<file path="config.mk">
export PLATFORM = sky130hd
export DESIGN_NAME = lcd_command_reset_decoder_flat
export DESIGN_NICKNAME = d
export VERILOG_FILES = /design/src/core/lcd_cmd_pkg.sv /design/src/core/lcd_link_if.sv /design/src/core/lcd_command_reset_decoder.sv /design/src/flat_wrapper.sv
export SDC_FILE = /design/constraint.sdc
export NUM_CORES = 1
export LEC_CHECK = 0
export BUFFER_PORTS_ARGS = -buffer_cell sky130_fd_sc_hd__buf_2
export CAP_MARGIN = 20
export CORE_MARGIN = 2
export CORE_UTILIZATION = 54
export DETAILED_ROUTE_END_ITERATION = 7
export PLACE_DENSITY = 0.84
export SYNTH_ARGS = -nofsm -noshare
export SYNTH_HDL_FRONTEND = slang
export SYNTH_SLANG_ARGS = --single-unit
export TNS_END_PERCENT = 5
</file>
<file path="constraint.sdc">
create_clock -name core_clk -period 2.5 [get_ports core_clk]
set_input_delay 0.375 -clock core_clk [delete_from_list [all_inputs] [get_ports core_clk]]
set_output_delay 0.375 -clock core_clk [all_outputs]
set_load 0.01 [all_outputs]
</file>
<file path="src/core/lcd_cmd_pkg.sv">
// constants and types shared by both ends of the command link
package lcd_cmd_pkg;
  localparam int unsigned CLK_HZ = 20_000_000;
  localparam int unsigned BYTE_W = 8;
  localparam int unsigned SER_LAST = 7;
  // command patterns
  localparam logic [7:0] CMD_DISP_MASK = 8'hFE;
  localparam logic [7:0] CMD_DISP_VAL = 8'hAE;
  localparam logic [7:0] CMD_START_MASK = 8'hC0;
  localparam logic [7:0] CMD_START_VAL = 8'h40;
  localparam logic [7:0] CMD_PAGE_MASK = 8'hF0;
  localparam logic [7:0] CMD_PAGE_VAL = 8'hB0;
  localparam logic [7:0] CMD_ADC_MASK = 8'hFE;
  localparam logic [7:0] CMD_ADC_VAL = 8'hA0;
  localparam logic [7:0] CMD_ALLON_MASK = 8'hFE;
  localparam logic [7:0] CMD_ALLON_VAL = 8'hA4;
  localparam logic [7:0] CMD_BIAS_MASK = 8'hFE;
  localparam logic [7:0] CMD_BIAS_VAL = 8'hA2;
  localparam logic [7:0] CMD_POWER_MASK = 8'hF8;
  localparam logic [7:0] CMD_POWER_VAL = 8'h28;
  localparam logic [7:0] CMD_RES_MASK = 8'hF8;
  localparam logic [7:0] CMD_RES_VAL = 8'h20;
  localparam logic [7:0] CMD_COM_MASK = 8'hF0;
  localparam logic [7:0] CMD_COM_VAL = 8'hC0;
  localparam logic [7:0] CMD_VOL_MODE = 8'h81;
  localparam logic [7:0] CMD_RESET = 8'hE2;
  localparam logic [3:0] PAGE_MAX = 4'h8;
  // reset values
  localparam logic [5:0] VOL_RST = 6'h20;
  localparam logic [2:0] RES_RST = 3'h0;
  localparam logic [2:0] PWR_RST = 3'h0;
  localparam logic [5:0] START_RST = 6'h00;
  localparam logic [3:0] PAGE_RST = 4'h0;
  localparam logic [1:0] STATIC_RST = 2'h0;
  // host register map on wishbone
  localparam logic [3:0] REG_CTRL = 4'h0;
  localparam logic [3:0] REG_STATUS = 4'h4;
  localparam logic [3:0] REG_DISP = 4'h8;
  localparam int unsigned STROBE_CYC = 2;
  typedef enum logic [1:0] {BUS_SEP, BUS_SHARED, BUS_SERIAL} bus_mode_t;
endpackage

</file>
<file path="src/core/lcd_link_if.sv">
// pin-level link between host and lcd command decoder
interface lcd_link_if;
  logic cmd_data_select;
  logic rd_n;
  logic wr_n;
  logic rw;
  logic en;
  logic [7:0] data;
  logic ser_clk;
  logic ser_data;
  logic ser_cs_n;
  modport device (input cmd_data_select, rd_n, wr_n, rw, en, data,
    ser_clk, ser_data, ser_cs_n);
  modport host (output cmd_data_select, rd_n, wr_n, rw, en, data,
    ser_clk, ser_data, ser_cs_n);
endinterface

</file>
<file path="src/core/lcd_command_reset_decoder.sv">
// lcd controller command decode and reset defaults
// Notes on behaviour
// RL1: low hard reset input resets everything
// RL2: reset: display off, normal direction, power zero
// RL3: reset: rmw off, save off, outputs ground
// RL4: reset: start line, column, page zero
// RL5: reset: resistance 000, volume 100000
// RL6: reset: test off, all-on cleared
// RL7: reset command applies only partial defaults
// RL8: access classified by select and strobes
// RL9: separate mode: low read/write pulses
// RL10: shared mode: direction level, high enable
// RL11: serial bytes arrive msb first
// RL12: 1010111x sets display on or off
// RL13: display off grounds all driver outputs
// RL14: all-on while off enters power save
// RL15: 01xxxxxx loads six-bit start line
// RL16: 1011xxxx loads page address up to 8
// RL17: page change touches only host access
// RL18: host enters power save before power down
// RL19: drive power select picks amp power
// RL20: power bits: booster, regulator, follower
// RL21: volume register maps inversely to step
// RL22: unknown command bytes are ignored
//
// The placing of the registers and register access over Wishbone are this design's own decisions.
module lcd_command_reset_decoder (
  input wire logic core_clk,
  input wire logic reset_n,
  input wire logic clk_en,
  input wire logic hard_reset_n,
  input wire lcd_cmd_pkg::bus_mode_t bus_mode,
  input wire logic drive_power_select,
  lcd_link_if.device link,
  output logic display_on,
  output logic drivers_grounded,
  output logic power_save,
  output logic all_on,
  output logic seg_reverse,
  output logic com_reverse,
  output logic bias_seventh,
  output logic rmw_on,
  output logic test_mode,
  output logic [1:0] static_ind,
  output logic [5:0] start_line,
  output logic [3:0] page_addr,
  output logic [7:0] column_addr,
  output logic [2:0] power_ctrl,
  output logic [2:0] res_factor,
  output logic [5:0] volume_reg,
  output logic [5:0] volume_step,
  output logic booster_on,
  output logic regulator_on,
  output logic follower_on,
  output logic amp_low_power,
  output logic [7:0] data_byte,
  output logic data_valid
);
  import lcd_cmd_pkg::*;

  typedef struct packed {
    logic disp;
    logic save;
    logic allon;
    logic segrev;
    logic comrev;
    logic bias7;
    logic rmw;
    logic test;
    logic [1:0] stat;
    logic [5:0] start;
    logic [3:0] page;
    logic [7:0] col;
    logic [2:0] pwr;
    logic [2:0] res;
    logic [5:0] vol;
    logic vol_wait;
    logic strobe_d;
    logic sclk_d;
    logic [7:0] shift;
    logic [2:0] bits;
    logic [7:0] dbyte;
    logic dvalid;
  } state_t;

  state_t s_r, s_nxt;

  function automatic logic hit(input logic [7:0] b, input logic [7:0] m,
                               input logic [7:0] v);
    hit = (b & m) == v;
  endfunction

  logic strobe_now, write_edge, is_data, got, ser_edge;
  logic [7:0] byte_in, ser_byte;

  always_comb begin
    // write strobe level per bus style
    strobe_now = 1'b0;
    case (bus_mode)
      BUS_SEP: strobe_now = !link.wr_n && link.rd_n; // RL8 RL9
      BUS_SHARED: strobe_now = link.en && !link.rw; // RL8 RL10
      default: strobe_now = 1'b0;
    endcase
    // commit on trailing edge so data is stable for whole pulse
    write_edge = s_r.strobe_d && !strobe_now;
    ser_edge = bus_mode == BUS_SERIAL && !link.ser_cs_n && link.ser_clk &&
               !s_r.sclk_d;
    ser_byte = {s_r.shift[6:0], link.ser_data}; // RL11
    got = write_edge || (ser_edge && s_r.bits == 3'(SER_LAST));
    byte_in = write_edge ? link.data : ser_byte;
    is_data = link.cmd_data_select; // RL8
  end

  always_comb begin
    s_nxt = s_r;
    s_nxt.dvalid = 1'b0;
    s_nxt.strobe_d = strobe_now;
    s_nxt.sclk_d = link.ser_clk;
    if (bus_mode != BUS_SERIAL || link.ser_cs_n) begin
      s_nxt.bits = 3'h0;
    end else if (ser_edge) begin
      s_nxt.shift = ser_byte; // RL11
      s_nxt.bits = s_r.bits + 3'h1;
    end
    if (got && is_data) begin
      s_nxt.dbyte = byte_in;
      s_nxt.dvalid = 1'b1;
    end else if (got && s_r.vol_wait) begin
      s_nxt.vol = byte_in[5:0];
      s_nxt.vol_wait = 1'b0;
    end else if (got) begin
      if (hit(byte_in, CMD_DISP_MASK, CMD_DISP_VAL)) begin
        s_nxt.disp = byte_in[0]; // RL12
        if (byte_in[0]) begin
          s_nxt.save = 1'b0;
        end
      end else if (hit(byte_in, CMD_START_MASK, CMD_START_VAL)) begin
        s_nxt.start = byte_in[5:0]; // RL15
      end else if (hit(byte_in, CMD_PAGE_MASK, CMD_PAGE_VAL)) begin
        // only host-side page pointer moves, display untouched
        if (byte_in[3:0] <= PAGE_MAX) begin
          s_nxt.page = byte_in[3:0]; // RL16 RL17
        end
      end else if (hit(byte_in, CMD_ALLON_MASK, CMD_ALLON_VAL)) begin
        s_nxt.allon = byte_in[0];
        if (byte_in[0] && !s_r.disp) begin
          s_nxt.save = 1'b1; // RL14
        end else if (!byte_in[0]) begin
          s_nxt.save = 1'b0;
        end
      end else if (hit(byte_in, CMD_ADC_MASK, CMD_ADC_VAL)) begin
        s_nxt.segrev = byte_in[0];
      end else if (hit(byte_in, CMD_BIAS_MASK, CMD_BIAS_VAL)) begin
        s_nxt.bias7 = byte_in[0];
      end else if (hit(byte_in, CMD_POWER_MASK, CMD_POWER_VAL)) begin
        s_nxt.pwr = byte_in[2:0]; // RL20
      end else if (hit(byte_in, CMD_RES_MASK, CMD_RES_VAL)) begin
        s_nxt.res = byte_in[2:0];
      end else if (hit(byte_in, CMD_COM_MASK, CMD_COM_VAL)) begin
        s_nxt.comrev = byte_in[3];
      end else if (byte_in == CMD_VOL_MODE) begin
        s_nxt.vol_wait = 1'b1;
      end else if (byte_in == CMD_RESET) begin
        // partial defaults; segment direction, power, serial, bias kept
        s_nxt.disp = 1'b0; // RL7
        s_nxt.rmw = 1'b0; // RL7
        s_nxt.stat = STATIC_RST; // RL7
        s_nxt.start = START_RST; // RL7
        s_nxt.col = 8'h00; // RL7
        s_nxt.page = PAGE_RST; // RL7
        s_nxt.comrev = 1'b0; // RL7
        s_nxt.res = RES_RST; // RL7
        s_nxt.vol = VOL_RST; // RL7
        s_nxt.vol_wait = 1'b0; // RL7
        s_nxt.test = 1'b0; // RL7
        s_nxt.allon = 1'b0; // RL7
      end
      // other bytes fall through unchanged
      // RL22
    end
    if (!hard_reset_n) begin
      s_nxt = '0; // RL1
      s_nxt.vol = VOL_RST; // RL5
    end
  end

  always_ff @(posedge core_clk or negedge reset_n) begin
    if (!reset_n) begin
      s_r <= '0; // RL2 RL3 RL4 RL6
      s_r.vol <= VOL_RST; // RL5
    end else if (clk_en) begin
      s_r <= s_nxt;
    end
  end

  assign display_on = s_r.disp;
  assign drivers_grounded = !s_r.disp; // RL13 RL3
  assign power_save = s_r.save;
  assign all_on = s_r.allon;
  assign seg_reverse = s_r.segrev;
  assign com_reverse = s_r.comrev;
  assign bias_seventh = s_r.bias7;
  assign rmw_on = s_r.rmw;
  assign test_mode = s_r.test;
  assign static_ind = s_r.stat;
  assign start_line = s_r.start;
  assign page_addr = s_r.page;
  assign column_addr = s_r.col;
  assign power_ctrl = s_r.pwr;
  assign res_factor = s_r.res;
  assign volume_reg = s_r.vol;
  assign volume_step = ~s_r.vol; // RL21
  assign booster_on = s_r.pwr[2]; // RL20
  assign regulator_on = s_r.pwr[1]; // RL20
  assign follower_on = s_r.pwr[0]; // RL20
  assign amp_low_power = drive_power_select; // RL19
  assign data_byte = s_r.dbyte;
  assign data_valid = s_r.dvalid;
endmodule

</file>
<file path="src/flat_wrapper.sv">
// flat-port wrapper written by rule: the top's interface ports become plain ports
module lcd_command_reset_decoder_flat import lcd_cmd_pkg::*;
  (core_clk, reset_n, clk_en, hard_reset_n, bus_mode, drive_power_select, display_on, drivers_grounded, power_save, all_on, seg_reverse, com_reverse, bias_seventh, rmw_on, test_mode, static_ind, start_line, page_addr, column_addr, power_ctrl, res_factor, volume_reg, volume_step, booster_on, regulator_on, follower_on, amp_low_power, data_byte, data_valid, link_cmd_data_select, link_rd_n, link_wr_n, link_rw, link_en, link_data, link_ser_clk, link_ser_data, link_ser_cs_n);
  lcd_link_if link_i ();
  input wire logic core_clk;
  input wire logic reset_n;
  input wire logic clk_en;
  input wire logic hard_reset_n;
  input wire lcd_cmd_pkg::bus_mode_t bus_mode;
  input wire logic drive_power_select;
  output logic display_on;
  output logic drivers_grounded;
  output logic power_save;
  output logic all_on;
  output logic seg_reverse;
  output logic com_reverse;
  output logic bias_seventh;
  output logic rmw_on;
  output logic test_mode;
  output logic [1:0] static_ind;
  output logic [5:0] start_line;
  output logic [3:0] page_addr;
  output logic [7:0] column_addr;
  output logic [2:0] power_ctrl;
  output logic [2:0] res_factor;
  output logic [5:0] volume_reg;
  output logic [5:0] volume_step;
  output logic booster_on;
  output logic regulator_on;
  output logic follower_on;
  output logic amp_low_power;
  output logic [7:0] data_byte;
  output logic data_valid;
  input wire logic [$bits(link_i.cmd_data_select)-1:0] link_cmd_data_select;
  input wire logic [$bits(link_i.rd_n)-1:0] link_rd_n;
  input wire logic [$bits(link_i.wr_n)-1:0] link_wr_n;
  input wire logic [$bits(link_i.rw)-1:0] link_rw;
  input wire logic [$bits(link_i.en)-1:0] link_en;
  input wire logic [$bits(link_i.data)-1:0] link_data;
  input wire logic [$bits(link_i.ser_clk)-1:0] link_ser_clk;
  input wire logic [$bits(link_i.ser_data)-1:0] link_ser_data;
  input wire logic [$bits(link_i.ser_cs_n)-1:0] link_ser_cs_n;
  assign link_i.cmd_data_select = link_cmd_data_select;
  assign link_i.rd_n = link_rd_n;
  assign link_i.wr_n = link_wr_n;
  assign link_i.rw = link_rw;
  assign link_i.en = link_en;
  assign link_i.data = link_data;
  assign link_i.ser_clk = link_ser_clk;
  assign link_i.ser_data = link_ser_data;
  assign link_i.ser_cs_n = link_ser_cs_n;
  lcd_command_reset_decoder u_core (.core_clk(core_clk), .reset_n(reset_n), .clk_en(clk_en), .hard_reset_n(hard_reset_n), .bus_mode(bus_mode), .drive_power_select(drive_power_select), .link(link_i), .display_on(display_on), .drivers_grounded(drivers_grounded), .power_save(power_save), .all_on(all_on), .seg_reverse(seg_reverse), .com_reverse(com_reverse), .bias_seventh(bias_seventh), .rmw_on(rmw_on), .test_mode(test_mode), .static_ind(static_ind), .start_line(start_line), .page_addr(page_addr), .column_addr(column_addr), .power_ctrl(power_ctrl), .res_factor(res_factor), .volume_reg(volume_reg), .volume_step(volume_step), .booster_on(booster_on), .regulator_on(regulator_on), .follower_on(follower_on), .amp_low_power(amp_low_power), .data_byte(data_byte), .data_valid(data_valid));
endmodule
</file>
* After elaboration in Yosys (flattened, before gate mapping)
Index checks and enable logic that the tools add are counted.
** Word-level totals
- Bits in registers :: 62
- Input bits :: 23
- Output and inout port bits :: 60
** Operators by class
- Add/sub/neg operators :: 1
- $lt $le $gt $ge :: 1
- Equal/unequal tests :: 92
- Muxes and demuxes :: 61
- Bitwise gates (word level) :: 1
- Reductions and logical operators :: 35
** Operators with widths (number)
- $mux 38 :: 7
- $ne 3x2->1 const B :: 44
- $mux 22 :: 5
- $reduce_and 14->1 :: 6
- $mux 41 :: 2
- $mux 63 :: 1
- $mux 10 :: 4
- $mux 39 :: 1
- $mux 37 :: 1
- $mux 35 :: 1
- $mux 34 :: 1
- $ne 3x1->1 const B :: 10
- $reduce_and 15->1 :: 2
- $eq 7x7->1 const B :: 4
- $ne 2x2->1 const B :: 14
- $mux 25 :: 1
- $mux 21 :: 1
- $mux 1 :: 20
- $mux 9 :: 2
- $reduce_and 9->1 :: 2
- $eq 8x8->1 const B :: 2
- $mux 16 :: 1
- $mux 8 :: 2
- $mux 7 :: 2
- 27 further kinds :: 55

* Logic depth before layout (Yosys ltp)
Gate-level depths: netlist of the first run.
- Word-level depth :: 28
- Mapped depth :: 9
- Mapped depth without buffers :: 8

* Worst setup path after synthesis of the first run
Ideal clock, no wire load.
- Kind :: input-to-reg
- From :: in bus_mode[1]
- To :: reg u_core.s_r (netlist bit u_core.volume_reg[1])
- Arrival time :: 2.332 ns
- Setup slack :: 0.047 ns
- Stages on the path :: 6
- Path buffers :: 0
- Cell sequence :: or4b_1 > nand3_2 > mux2_2 > or4_4 > a31o_4 > a22o_1
** On the way
- Word-level cells in the longest chain between the ends :: 10
- Elaborated cells on any way between the ends :: 42
- Those cells by class :: eq/ne (26); mux (5); reduce/logical (11)
** Ends and longest elaborated chain
- start: declaration :: RTL line flat_wrapper.sv:9 : input wire lcd_cmd_pkg::bus_mode_t bus_mode;
- parallel branches: the longest is 10 deep, another holds $reduce_and 14->1
- end signal: assignment :: RTL line lcd_command_reset_decoder.sv:192 : s_r <= s_nxt;
- end: declaration :: RTL line lcd_command_reset_decoder.sv:86 : state_t s_r, s_nxt;
Several ways; the timed one is not identified. The select of a mux whose other input is x is not followed.
A chain may end at the register's enable or synchronous reset.

* Worst setup path after layout of the first run
- From :: reg u_core.s_r[9] in the netlist's numbering
- To :: reg u_core.s_r (netlist bit u_core.volume_reg[0])
** On the way
- Word-level cells in the longest chain between the ends :: 7
- Elaborated cells on any way between the ends :: 22
- Those cells by class :: eq/ne (14); mux (3); reduce/logical (5)
** Ends and longest elaborated chain
- $eq 3x3->1 * :: RTL line lcd_command_reset_decoder.sv:109 : got = write_edge || (ser_edge && s_r.bits == 3'(SER_LAST));
- $logic_and 1x1->1 * :: RTL line lcd_command_reset_decoder.sv:109
- $logic_or 1x1->1 * :: RTL line lcd_command_reset_decoder.sv:109
- parallel branches: the longest is 4 deep, another holds $reduce_and 14->1
Every way passes the cells marked *. The select of a mux whose other input is x is not followed.

==> results of run 1 <==
worst register-to-register path: stages, from the launching register on:
cell and delay [ps]:
dfrtp_1 360, ha_1 150, ha_1 140, nand3b_1 120, a211o_1 240, mux2_2 260
or4_4 420, a31o_4 290, a22o_1 240
layer usage:
metal,track usage,share of wire
met1,0.359,0.46
met5,0,0
met4,0.0767,0.013
met2,0.399,0.46
met3,0.0407,0.067
what timing repair did:
item / 4_1_cts / 5_1_grt
hold buffers: 0 / 0
gates resized for setup: 0 / 1
setup endpoints to repair: 0 / 1
power groups by stage:
stage          Clock, W  Combinational [W]  Sequential (W)
4_1_cts        0.000495           0.000214        0.000837
5_1_grt        0.000532           0.000239        0.000840
3_5_place_dp          0           0.000213        0.000853
6_report       0.000485           0.000214        0.000837
2_1_floorplan         0           0.000126        0.000857
3_3_place_gp          0           0.000208        0.000852
final timing paths:
check / start / to / slack (ps)
worst min-delay path: reset_n / u_core.volume_reg[4] / 50
min in group core_clk: link_ser_clk / u_core.s_r[20] / 310
worst max-delay path: u_core.s_r[9] / u_core.volume_reg[0] / 170
worst min register to register: u_core.start_line[2] / u_core.start_line[2] / 480
max in group asynchronous: reset_n / u_core.res_factor[0] / 1920
worst max register to register: u_core.s_r[9] / u_core.volume_reg[0] / 170
cells in the mapped netlist, types with 3 or more instances:
| cell type | instances | share of area |
|---|---|---|
| nor3_1 | 7 | 0.011 |
| and4_1 | 3 | 0.0081 |
| dfrtp_1 | 49 | 0.38 |
| mux2_2 | 6 | 0.021 |
| nor2b_1 | 6 | 0.012 |
| or3_1 | 3 | 0.0058 |
| o21ai_0 | 6 | 0.0092 |
| inv_1 | 13 | 0.015 |
| and2_1 | 5 | 0.0096 |
| nor2_1 | 13 | 0.015 |
| buf_4 | 43 | 0.099 |
| a211o_1 | 5 | 0.013 |
| nor4_1 | 5 | 0.0096 |
| clkbuf_1 | 13 | 0.015 |
| a31o_2 | 4 | 0.011 |
| nand2b_1 | 7 | 0.013 |
| a22o_1 | 26 | 0.070 |
| nand2_1 | 23 | 0.027 |
| nor3b_1 | 4 | 0.0092 |
| nand3_1 | 8 | 0.012 |
| nor4b_1 | 5 | 0.013 |
| o22ai_1 | 3 | 0.0058 |
| a21o_1 | 5 | 0.012 |
| nand4b_1 | 4 | 0.011 |
| and3_1 | 5 | 0.0096 |
| a21oi_1 | 3 | 0.0046 |
| o31ai_1 | 7 | 0.016 |
| o2bb2ai_1 | 5 | 0.013 |
| mux2i_1 | 10 | 0.031 |
stage by stage:
stage               setup TNS [ps]  hold WS [ps]   util
floorplan                        0          79.4      -
global placement              -151           401  0.597
detailed placement            -347           413  0.597
CTS                              0          67.8  0.612
global route                     0          93.4  0.613
finish                           0          49.7  0.613
final cells by class:
class,instances,share of cell area
timing repair buffer,88,0.143
clock buffer,5,0.0191
multi-input combinational,228,0.446
sequential,50,0.347
tap,75,0.0260
clock inverter,3,0.00589
inverter,13,0.0135
logic make-up (layout without fill, tap and decap cells):
family	after synthesis	count (layout)	synth area share
other	1	12	0.00115
AOI/OAI and AO/OA	81	81	0.201
adders and majority gates	2	2	0.00770
buffers and inverters	73	109	0.135
muxes	17	17	0.0550
DFF	50	50	0.385
and+or+nand+nor	116	116	0.215
==> impl_metrics.json, run 1 <==
{
  "seq_area_sq_um": 1250,
  "placedInstanceArea_sq_um": 3510,
  "largest_register_ffs": 13,
  "fin_crit_ps": 2330,
  "drc_errors": 0,
  "power_frac_seq": 0.545,
  "ys_ff_latch": 50,
  "start_kind": "flip-flop",
  "clock_power_share": 0.316,
  "dp_cells": 454,
  "combinationalPowerShare": 0.140,
  "gp_congestion": 0.883,
  "io_pins": 83,
  "overflow": 0,
  "worst-endpoint-required_ps": 2710,
  "grt_start_max_net_pins": 27,
  "vdd_ir_drop_max_mv": 0.236,
  "cts_buffers": 5,
  "dieArea_sq_um": 6660,
  "status": "finished, final reports clean",
  "totalWireLength_um": 7830,
  "syn_to_final_growth_pct": 11.0,
  "cp_cell_sequence": "ha_1, ha_1, nand3b_1, a211o_1, mux2_2, or4_4, a31o_4, a22o_1",
  "cp_slowest_cell": "or4_4",
  "yosys_warnings": 0,
  "start_util": 0.552,
  "design_area_sq_um": 3610,
  "cp-end-kind": "flip-flop",
  "drive_above_1_share": 0.292,
  "final_antenna_net_count": 0,
  "place_hpwl_um": 6060,
  "switching_power_w": 0.000431,
  "clk_pin_slew_worst_paths_ps": 90,
  "tritoncts": "yes",
  "power_w": 0.00154,
  "multi_input_area_sq_um": 1610,
  "cellLeakagePower_nw": 1.75,
  "grt_pass1_wl_um": 12800,
  "pre_cts_slack_ps": -88.1,
  "synth_cell_types": 62,
  "ys_seq_area_frac": 0.385,
  "powerDensity_nw_per_um2": 426,
  "antenna_found_initial": 0,
  "wl_per_cell_um": 16.9,
  "drtPass1Iterations": 4,
  "critical_path_class": "reg -> reg",
  "fin_skew_ps": 5.12,
  "ctsRootBufferMaster": "clkbuf_8",
  "drt_iter0_drc": 218,
  "numClockSinks": 50,
  "setup_viol": 0,
  "syn_inst": 340,
  "max_freq_mhz": 430,
  "rsz0062_at_grt": "false",
  "arrival_ps": 2530,
  "top_register": "u_core.s_r",
  "clockBufferDepth": 2,
  "num_antenna_cells": 0,
  "clk_latency_ps": 320,
  "instances_no_fill": 462,
  "critPathTopFamily": "compound AO/OA/AOI/OAI gates",
  "synth-edff-count": 0,
  "cts.htree.levels": 2,
  "crit_path_frequent_cell": "ha_1",
  "core_sq_um": 5890,
  "final_max_slew_viol_count": 0,
  "vias_per_cell": 5.95,
  "syn_area_per_cell_sq_um": 9.56,
  "swShare": 0.281,
  "die_y_um": 81.6,
  "n_fill_cell": 519,
  "worst_slew_pin_slew_ps": 572,
  "cp_max_fo": 7,
  "hold_class": "in -> async",
  "vias": 2751,
  "layout.nets": 411,
  "cp.depth": 8,
  "port_buffers": 68,
  "floorplan.rows": 28,
  "drv_cap": 0,
  "async_reset_ff_frac": 1.00,
  "setup_ws_ps": 173,
  "r2r_cells": 8,
  "hold_viol_final": 0,
  "slew_headroom": 0.615,
  "cpPeakStageDelay_ps": 420,
  "p_int_w": 0.00110,
  "grt_usage": 0.253,
  "die_x_um": 81.6,
  "final_common_cell": "buf_2",
  "final_cell_mix": "buf_2, dfrtp_1, a22o_1",
  "first_global_vias": 2569,
  "path_buf_inv": 0,
  "synth_ff_type": "dfrtp_1",
  "cts_setup_buffers": 0,
  "synth_area_sq_um": 3250,
  "min_period_over_period": 0.931
}
Note: power is estimated with default switching activity, not from simulation.
==> run 2, diff against run 1 <==
ABC_AREA = 1   (was default)
PLACE_DENSITY = default   (was 0.84)
PLACE_DENSITY_LB_ADDON = 0.1   (was default)
RECOVER_POWER = 25   (was default)
==> run 2 against run 1 <==
Routed wire length rose by 2.9%. Clock skew barely moved. Sequential share of layout area down 0.68 points. Power up 4.7%. Count of clock-buffer cells in the layout up 2. Critical path type unchanged. First-iteration DRC count is 0.46% higher. Worst setup slack worse by 28 ps. Maximum frequency shrank 1.2%. Flip-flop and latch count stayed put. Final cell count is 25% higher. Largest power group unchanged. Largest cell class unchanged. Non-clock buffer count fell by 10. Combinational power is 24% higher.
==> impl_metrics.json, run 2 <==
{
  "cts_setup_buffers": 0,
  "powerDensity_nw_per_um2": 437,
  "async_reset_ff_frac": 1.00,
  "floorplan.rows": 29,
  "ctsRootBufferMaster": "clkbuf_8",
  "syn_inst": 458,
  "die_x_um": 84.0,
  "synthMuxAreaShare": 0,
  "synth_fa_ha_area_frac": 0.00725,
  "yosys_warnings": 0,
  "final_antenna_net_count": 0,
  "placedInstanceArea_sq_um": 3600,
  "cp-endpoint": "u_core.start_line[1]",
  "r2r_start": "u_core.s_r[9]",
  "wl_per_cell_um": 14.0,
  "clk_latency_ps": 310,
  "antenna_found_initial": 0,
  "vias": 3035,
  "drt_iter0_drc": 219,
  "r2r_slack_ps": 140,
  "cp-end-kind": "flip-flop",
  "startpoint": "u_core.s_r[9]",
  "cts_hold_buf": 0,
  "fin_crit_ps": 2360,
  "top_register": "u_core.s_r",
  "port_buffers": 68,
  "io_pins": 83,
  "max_freq_mhz": 425,
  "gp_congestion": 1.01,
  "final_cell_mix": "nand2_1, buf_2, dfrtp_1",
  "post_cts_resized": 0,
  "drv_cap": 0,
  "synth_cell_types": 38,
  "utilization": 0.586,
  "ys_top_cells_by_area": "dfrtp_1, nand2_1, buf_4",
  "layout.nets": 524,
  "synth_top_cell_area_share": 0.355,
  "synth_ff_type": "dfrtp_1",
  "r2r_end": "u_core.start_line[1]",
  "largest_register_ffs": 13,
  "place_hpwl_um": 6050,
  "arrival_ps": 2540,
  "worst_slew_pin_slew_ps": 1240,
  "synth_compound_area_frac": 0.0924,
  "fin_skew_ps": 5.10,
  "overflow": 0,
  "final.setup.tns_ps": 0,
  "clockBufferDepth": 2,
  "dieArea_sq_um": 7050,
  "cts_buffers": 5,
  "worst-endpoint-required_ps": 2680,
  "hold_viol_final": 0,
  "slew_headroom": 0.175,
  "ys_ff_latch": 50,
  "vias_per_cell": 5.26,
  "grt_start_max_net_pins": 51,
  "power_w": 0.00161,
  "design_area_sq_um": 3680,
  "vdd_ir_drop_max_mv": 0.234,
  "cp_max_fo": 12,
  "drtPass1Iterations": 5,
  "cellLeakagePower_nw": 2.01,
  "cts.htree.levels": 2,
  "min_period_over_period": 0.942,
  "syn_area_per_cell_sq_um": 7.54,
  "r2r_cells": 12,
  "hp-start": "link_ser_clk",
  "drive_above_1_share": 0.292,
  "status": "finished, final reports clean",
  "clk_pin_slew_worst_paths_ps": 90,
  "synth_area_sq_um": 3450,
  "core_sq_um": 6280,
  "synth_most_common_cell": "nand2_1",
  "syn_to_final_growth_pct": 6.59,
  "final_common_cell": "nand2_1",
  "grt_pass1_wl_um": 13200,
  "synth-edff-count": 0,
  "num_antenna_cells": 0,
  "final_max_slew_viol_count": 0,
  "start_kind": "flip-flop",
  "totalWireLength_um": 8060,
  "synth.top_cells.by_count": "nand2_1, dfrtp_1, buf_4",
  "hold_class": "in -> reg",
  "synth-xor-area-share": 0,
  "rsz0062_at_grt": "false",
  "start_util": 0.550,
  "drc_errors": 0,
  "numClockSinks": 50,
  "critical_path_class": "reg -> reg",
  "setup_viol": 0,
  "synth_largest_area_cell": "dfrtp_1",
  "ys_seq_area_frac": 0.363,
  "die_y_um": 84.0,
  "grt_usage": 0.233,
  "synth-simple-area-share": 0.361,
  "first_global_vias": 2705,
  "tritoncts": "yes",
  "synth_top_family_by_area": "simple AND/OR/NAND/NOR gates"
}
## run 2: cell families (layout without fill, tap and decap cells)
group,Yosys count,after routing
adders and majority gates,2,2
DFF,50,50
buffers and inverters,106,137
and+or+nand+nor,247,247
AOI/OAI and AO/OA,52,52
other,1,12
## run 2: area by class of cell
cell class / instances / area [sq um]
multi-input cells: 313 / 1630
clock buffers: 7 / 86.3
repair buffers: 78 / 413
well taps: 77 / 96.3
fillers: 610 / 2600
inverters: 51 / 194
clock inverters: 1 / 5.00
flip-flops and latches: 50 / 1250
## run 2: where the power goes
part	switching (W)	total, W	leakage (nW)	internal (W)
registers	0.0000123	0.000843	0.690	0.000831
clock network	0.000274	0.000499	0.0482	0.000224
logic	0.000183	0.000266	1.27	0.0000825
total	0.000470	0.00161	2.01	0.00114
## run 2: worst min path at each step
stage	to	slack, ps	depth (start not counted)
6_report	u_core.s_r[20]	360	3
5_1_grt	u_core.s_r[20]	370	3
2_1_floorplan	u_core.all_on	80	0
4_1_cts	u_core.s_r[9]	50	2
3_5_place_dp	u_core.s_r[9]	390	2
3_3_place_gp	u_core.s_r[15]	380	2
## run 2: critical path: stages, from the launching register on
cell      delay, ps
dfrtp_1         400
ha_1            210
ha_1            230
nand2_1         120
nand2_4          60
nand2_2         200
inv_2            90
nand2_1         150
nand2_2          90
inv_4           120
o211ai_2        320
nand2_1         170
o21ai_2          60
## run 2: per-layer routing
layer / share of wire / track usage / vias to the layer above
met4: 0.013 / 0.0674 / 0
li1: - / - / 1501
met3: 0.049 / 0.0336 / 9
met2: 0.46 / 0.354 / 103
met5: 0 / 0 / -
met1: 0.48 / 0.345 / 1422
## run 2: metrics by stage
| stage | hold slack [ps] | worst slack [ps] | std cells |
|---|---|---|---|
| CTS | 51.7 | 141 | 577 |
| finish | 357 | 145 | 577 |
| floorplan | 79.4 | 671 | 469 |
| detailed placement | 388 | 28.2 | 569 |
| global placement | 380 | 63.0 | 569 |
| global route | 365 | 6.98 | 577 |
==> run 3, diff against run 2 <==
CORE_MARGIN = 1.5   (was 2)
==> run 3 against run 2 <==
Non-clock buffer count is 3 higher. Maximum frequency grew 3.7%. Critical path depth did not move. Critical endpoint is now u_core.start_line[0]. Flip-flop and latch count stayed put. Worst setup slack better by 83 ps. Design area rose by 0.24%. Sequential share of layout area shrank 0.081 points. Register-to-register slack improved by 80 ps. Power is 2.4% lower.
==> impl_metrics.json, run 3 (same netlist as run 2, synthesis figures left out) <==
{
  "r2r_slack_ps": 230,
  "vias": 2958,
  "slew_headroom": 0.176,
  "min_period_over_period": 0.909,
  "cts_buffers": 5,
  "clockBufferDepth": 2,
  "largest_register_ffs": 13,
  "floorplan.rows": 28,
  "cp_max_fo": 12,
  "start_util": 0.570,
  "dieArea_sq_um": 6880,
  "r2r_end": "u_core.start_line[0]",
  "powerDensity_nw_per_um2": 425,
  "die_x_um": 83.0,
  "arrival_ps": 2450,
  "instances_no_fill": 578,
  "cts.htree.levels": 2,
  "final_max_slew_viol_count": 0,
  "clk_pin_slew_worst_paths_ps": 90,
  "vdd_ir_drop_max_mv": 0.302,
  "post_cts_resized": 0,
  "gp_congestion": 0.877,
  "start_kind": "flip-flop",
  "drtPass1Iterations": 4,
  "status": "finished, final reports clean",
  "seq_area_sq_um": 1250,
  "core_sq_um": 6060,
  "drt_iter0_drc": 236,
  "drv_cap": 0,
  "cts_hold_buf": 0,
  "clk_latency_ps": 310,
  "grt_start_max_net_pins": 51,
  "cellLeakagePower_nw": 2.01,
  "antenna_found_initial": 0,
  "layout.nets": 527,
  "fin_crit_ps": 2270,
  "first_global_vias": 2686,
  "cp_slowest_cell": "dfrtp_1",
  "power_w": 0.00157,
  "num_antenna_cells": 0,
  "cpPeakStageDelay_ps": 400,
  "dp_cells": 570,
  "overflow": 0,
  "n_fill_cell": 594,
  "io_pins": 83,
  "syn_to_final_growth_pct": 6.85,
  "final_cell_mix": "nand2_1, buf_2, dfrtp_1",
  "die_y_um": 83.0,
  "design_area_sq_um": 3690,
  "rsz0062_at_grt": "false",
  "worst_slew_pin_slew_ps": 1240,
  "multi_input_area_sq_um": 1630,
  "worst-endpoint-required_ps": 2680,
  "r2r_start": "u_core.s_r[9]",
  "drc_errors": 0,
  "whs_path_depth": 3,
  "grt_usage": 0.235,
  "cp-end-kind": "flip-flop",
  "place_hpwl_um": 6020,
  "utilization": 0.609,
  "critical_path_class": "reg -> reg",
  "crit_path_frequent_cell": "nand2_1",
  "hp-start": "link_ser_clk",
  "grt_pass1_wl_um": 13100,
  "placedInstanceArea_sq_um": 3620,
  "final_antenna_net_count": 0,
  "totalWireLength_um": 7880,
  "final.setup.tns_ps": 0,
  "final_common_cell": "nand2_1",
  "max_freq_mhz": 440,
  "numClockSinks": 50,
  "wl_per_cell_um": 13.6,
  "r2r_cells": 12,
  "hold_class": "in -> reg",
  "tritoncts": "yes",
  "hold_viol_final": 0,
  "drive_above_1_share": 0.292,
  "cp_cell_sequence": "ha_1, ha_1, nand2_1, nand2_4, nand2_2, inv_2, nand2_1, nand2_2, inv_4, o211ai_2, nand2_1, o21ai_2",
  "top_register": "u_core.s_r",
  "fin_skew_ps": 6.93,
  "hold_end": "u_core.s_r[20]",
  "ctsRootBufferMaster": "clkbuf_8",
  "vias_per_cell": 5.12,
  "setup_viol": 0,
  "port_buffers": 68,
  "cts_setup_buffers": 0
}
run 3: layer usage:
metal  vias to the layer above  share of wire  wire length, um  GRT usage
met5                         -              0                0          0
met4                         0          0.012               93     0.0652
met3                        10          0.059              466     0.0338
met2                        92           0.46             3610      0.367
met1                      1359           0.47             3720      0.341
li1                       1497              -                -          -
run 3: layout make-up:
type | count | area share
Inverter | 51 | 0.0526
Timing Repair Buffer | 81 | 0.118
Tap cell | 75 | 0.0254
Multi-Input combinational cell | 313 | 0.443
Sequential cell | 50 | 0.339
Clock buffer | 8 | 0.0217
run 3: how the worst max path moves through the flow:
stage / start / to / slack [ps] / cells past startpoint
6_report: u_core.s_r[9] / u_core.start_line[0] / 230 / 12
5_1_grt: u_core.s_r[9] / u_core.start_line[1] / 70 / 12
4_1_cts: u_core.s_r[9] / u_core.start_line[0] / 220 / 12
3_5_place_dp: bus_mode[1] / u_core.start_line[0] / 90 / 14
3_3_place_gp: bus_mode[1] / u_core.start_line[1] / 140 / 14
2_1_floorplan: bus_mode[0] / u_core.res_factor[0] / 670 / 15
run 3: critical path, delay by kind of cell, from the launching register on:
kind | cells | cell delay [ps]
AOI/OAI and AO/OA | 2 | 380
buffers and inverters | 2 | 210
DFF | 1 | 400
and+or+nand+nor | 6 | 750
adders and majority gates | 2 | 410
run 3: stage by stage:
| step | worst slack [ps] | hold slack [ps] |
|---|---|---|
| final | 228 | 356 |
| after global routing | 68.2 | 361 |
| after CTS | 223 | 50.0 |
| after detailed placement | 91.8 | 388 |
| after global placement | 141 | 380 |
| after floorplan | 671 | 79.4 |
run 3: power breakdown:
part           switching [W]  leakage, nW  internal [W]  total [W]
sequential         0.0000126        0.690      0.000831   0.000843
clock               0.000261       0.0395      0.000199   0.000461
combinational       0.000181         1.28     0.0000845   0.000266
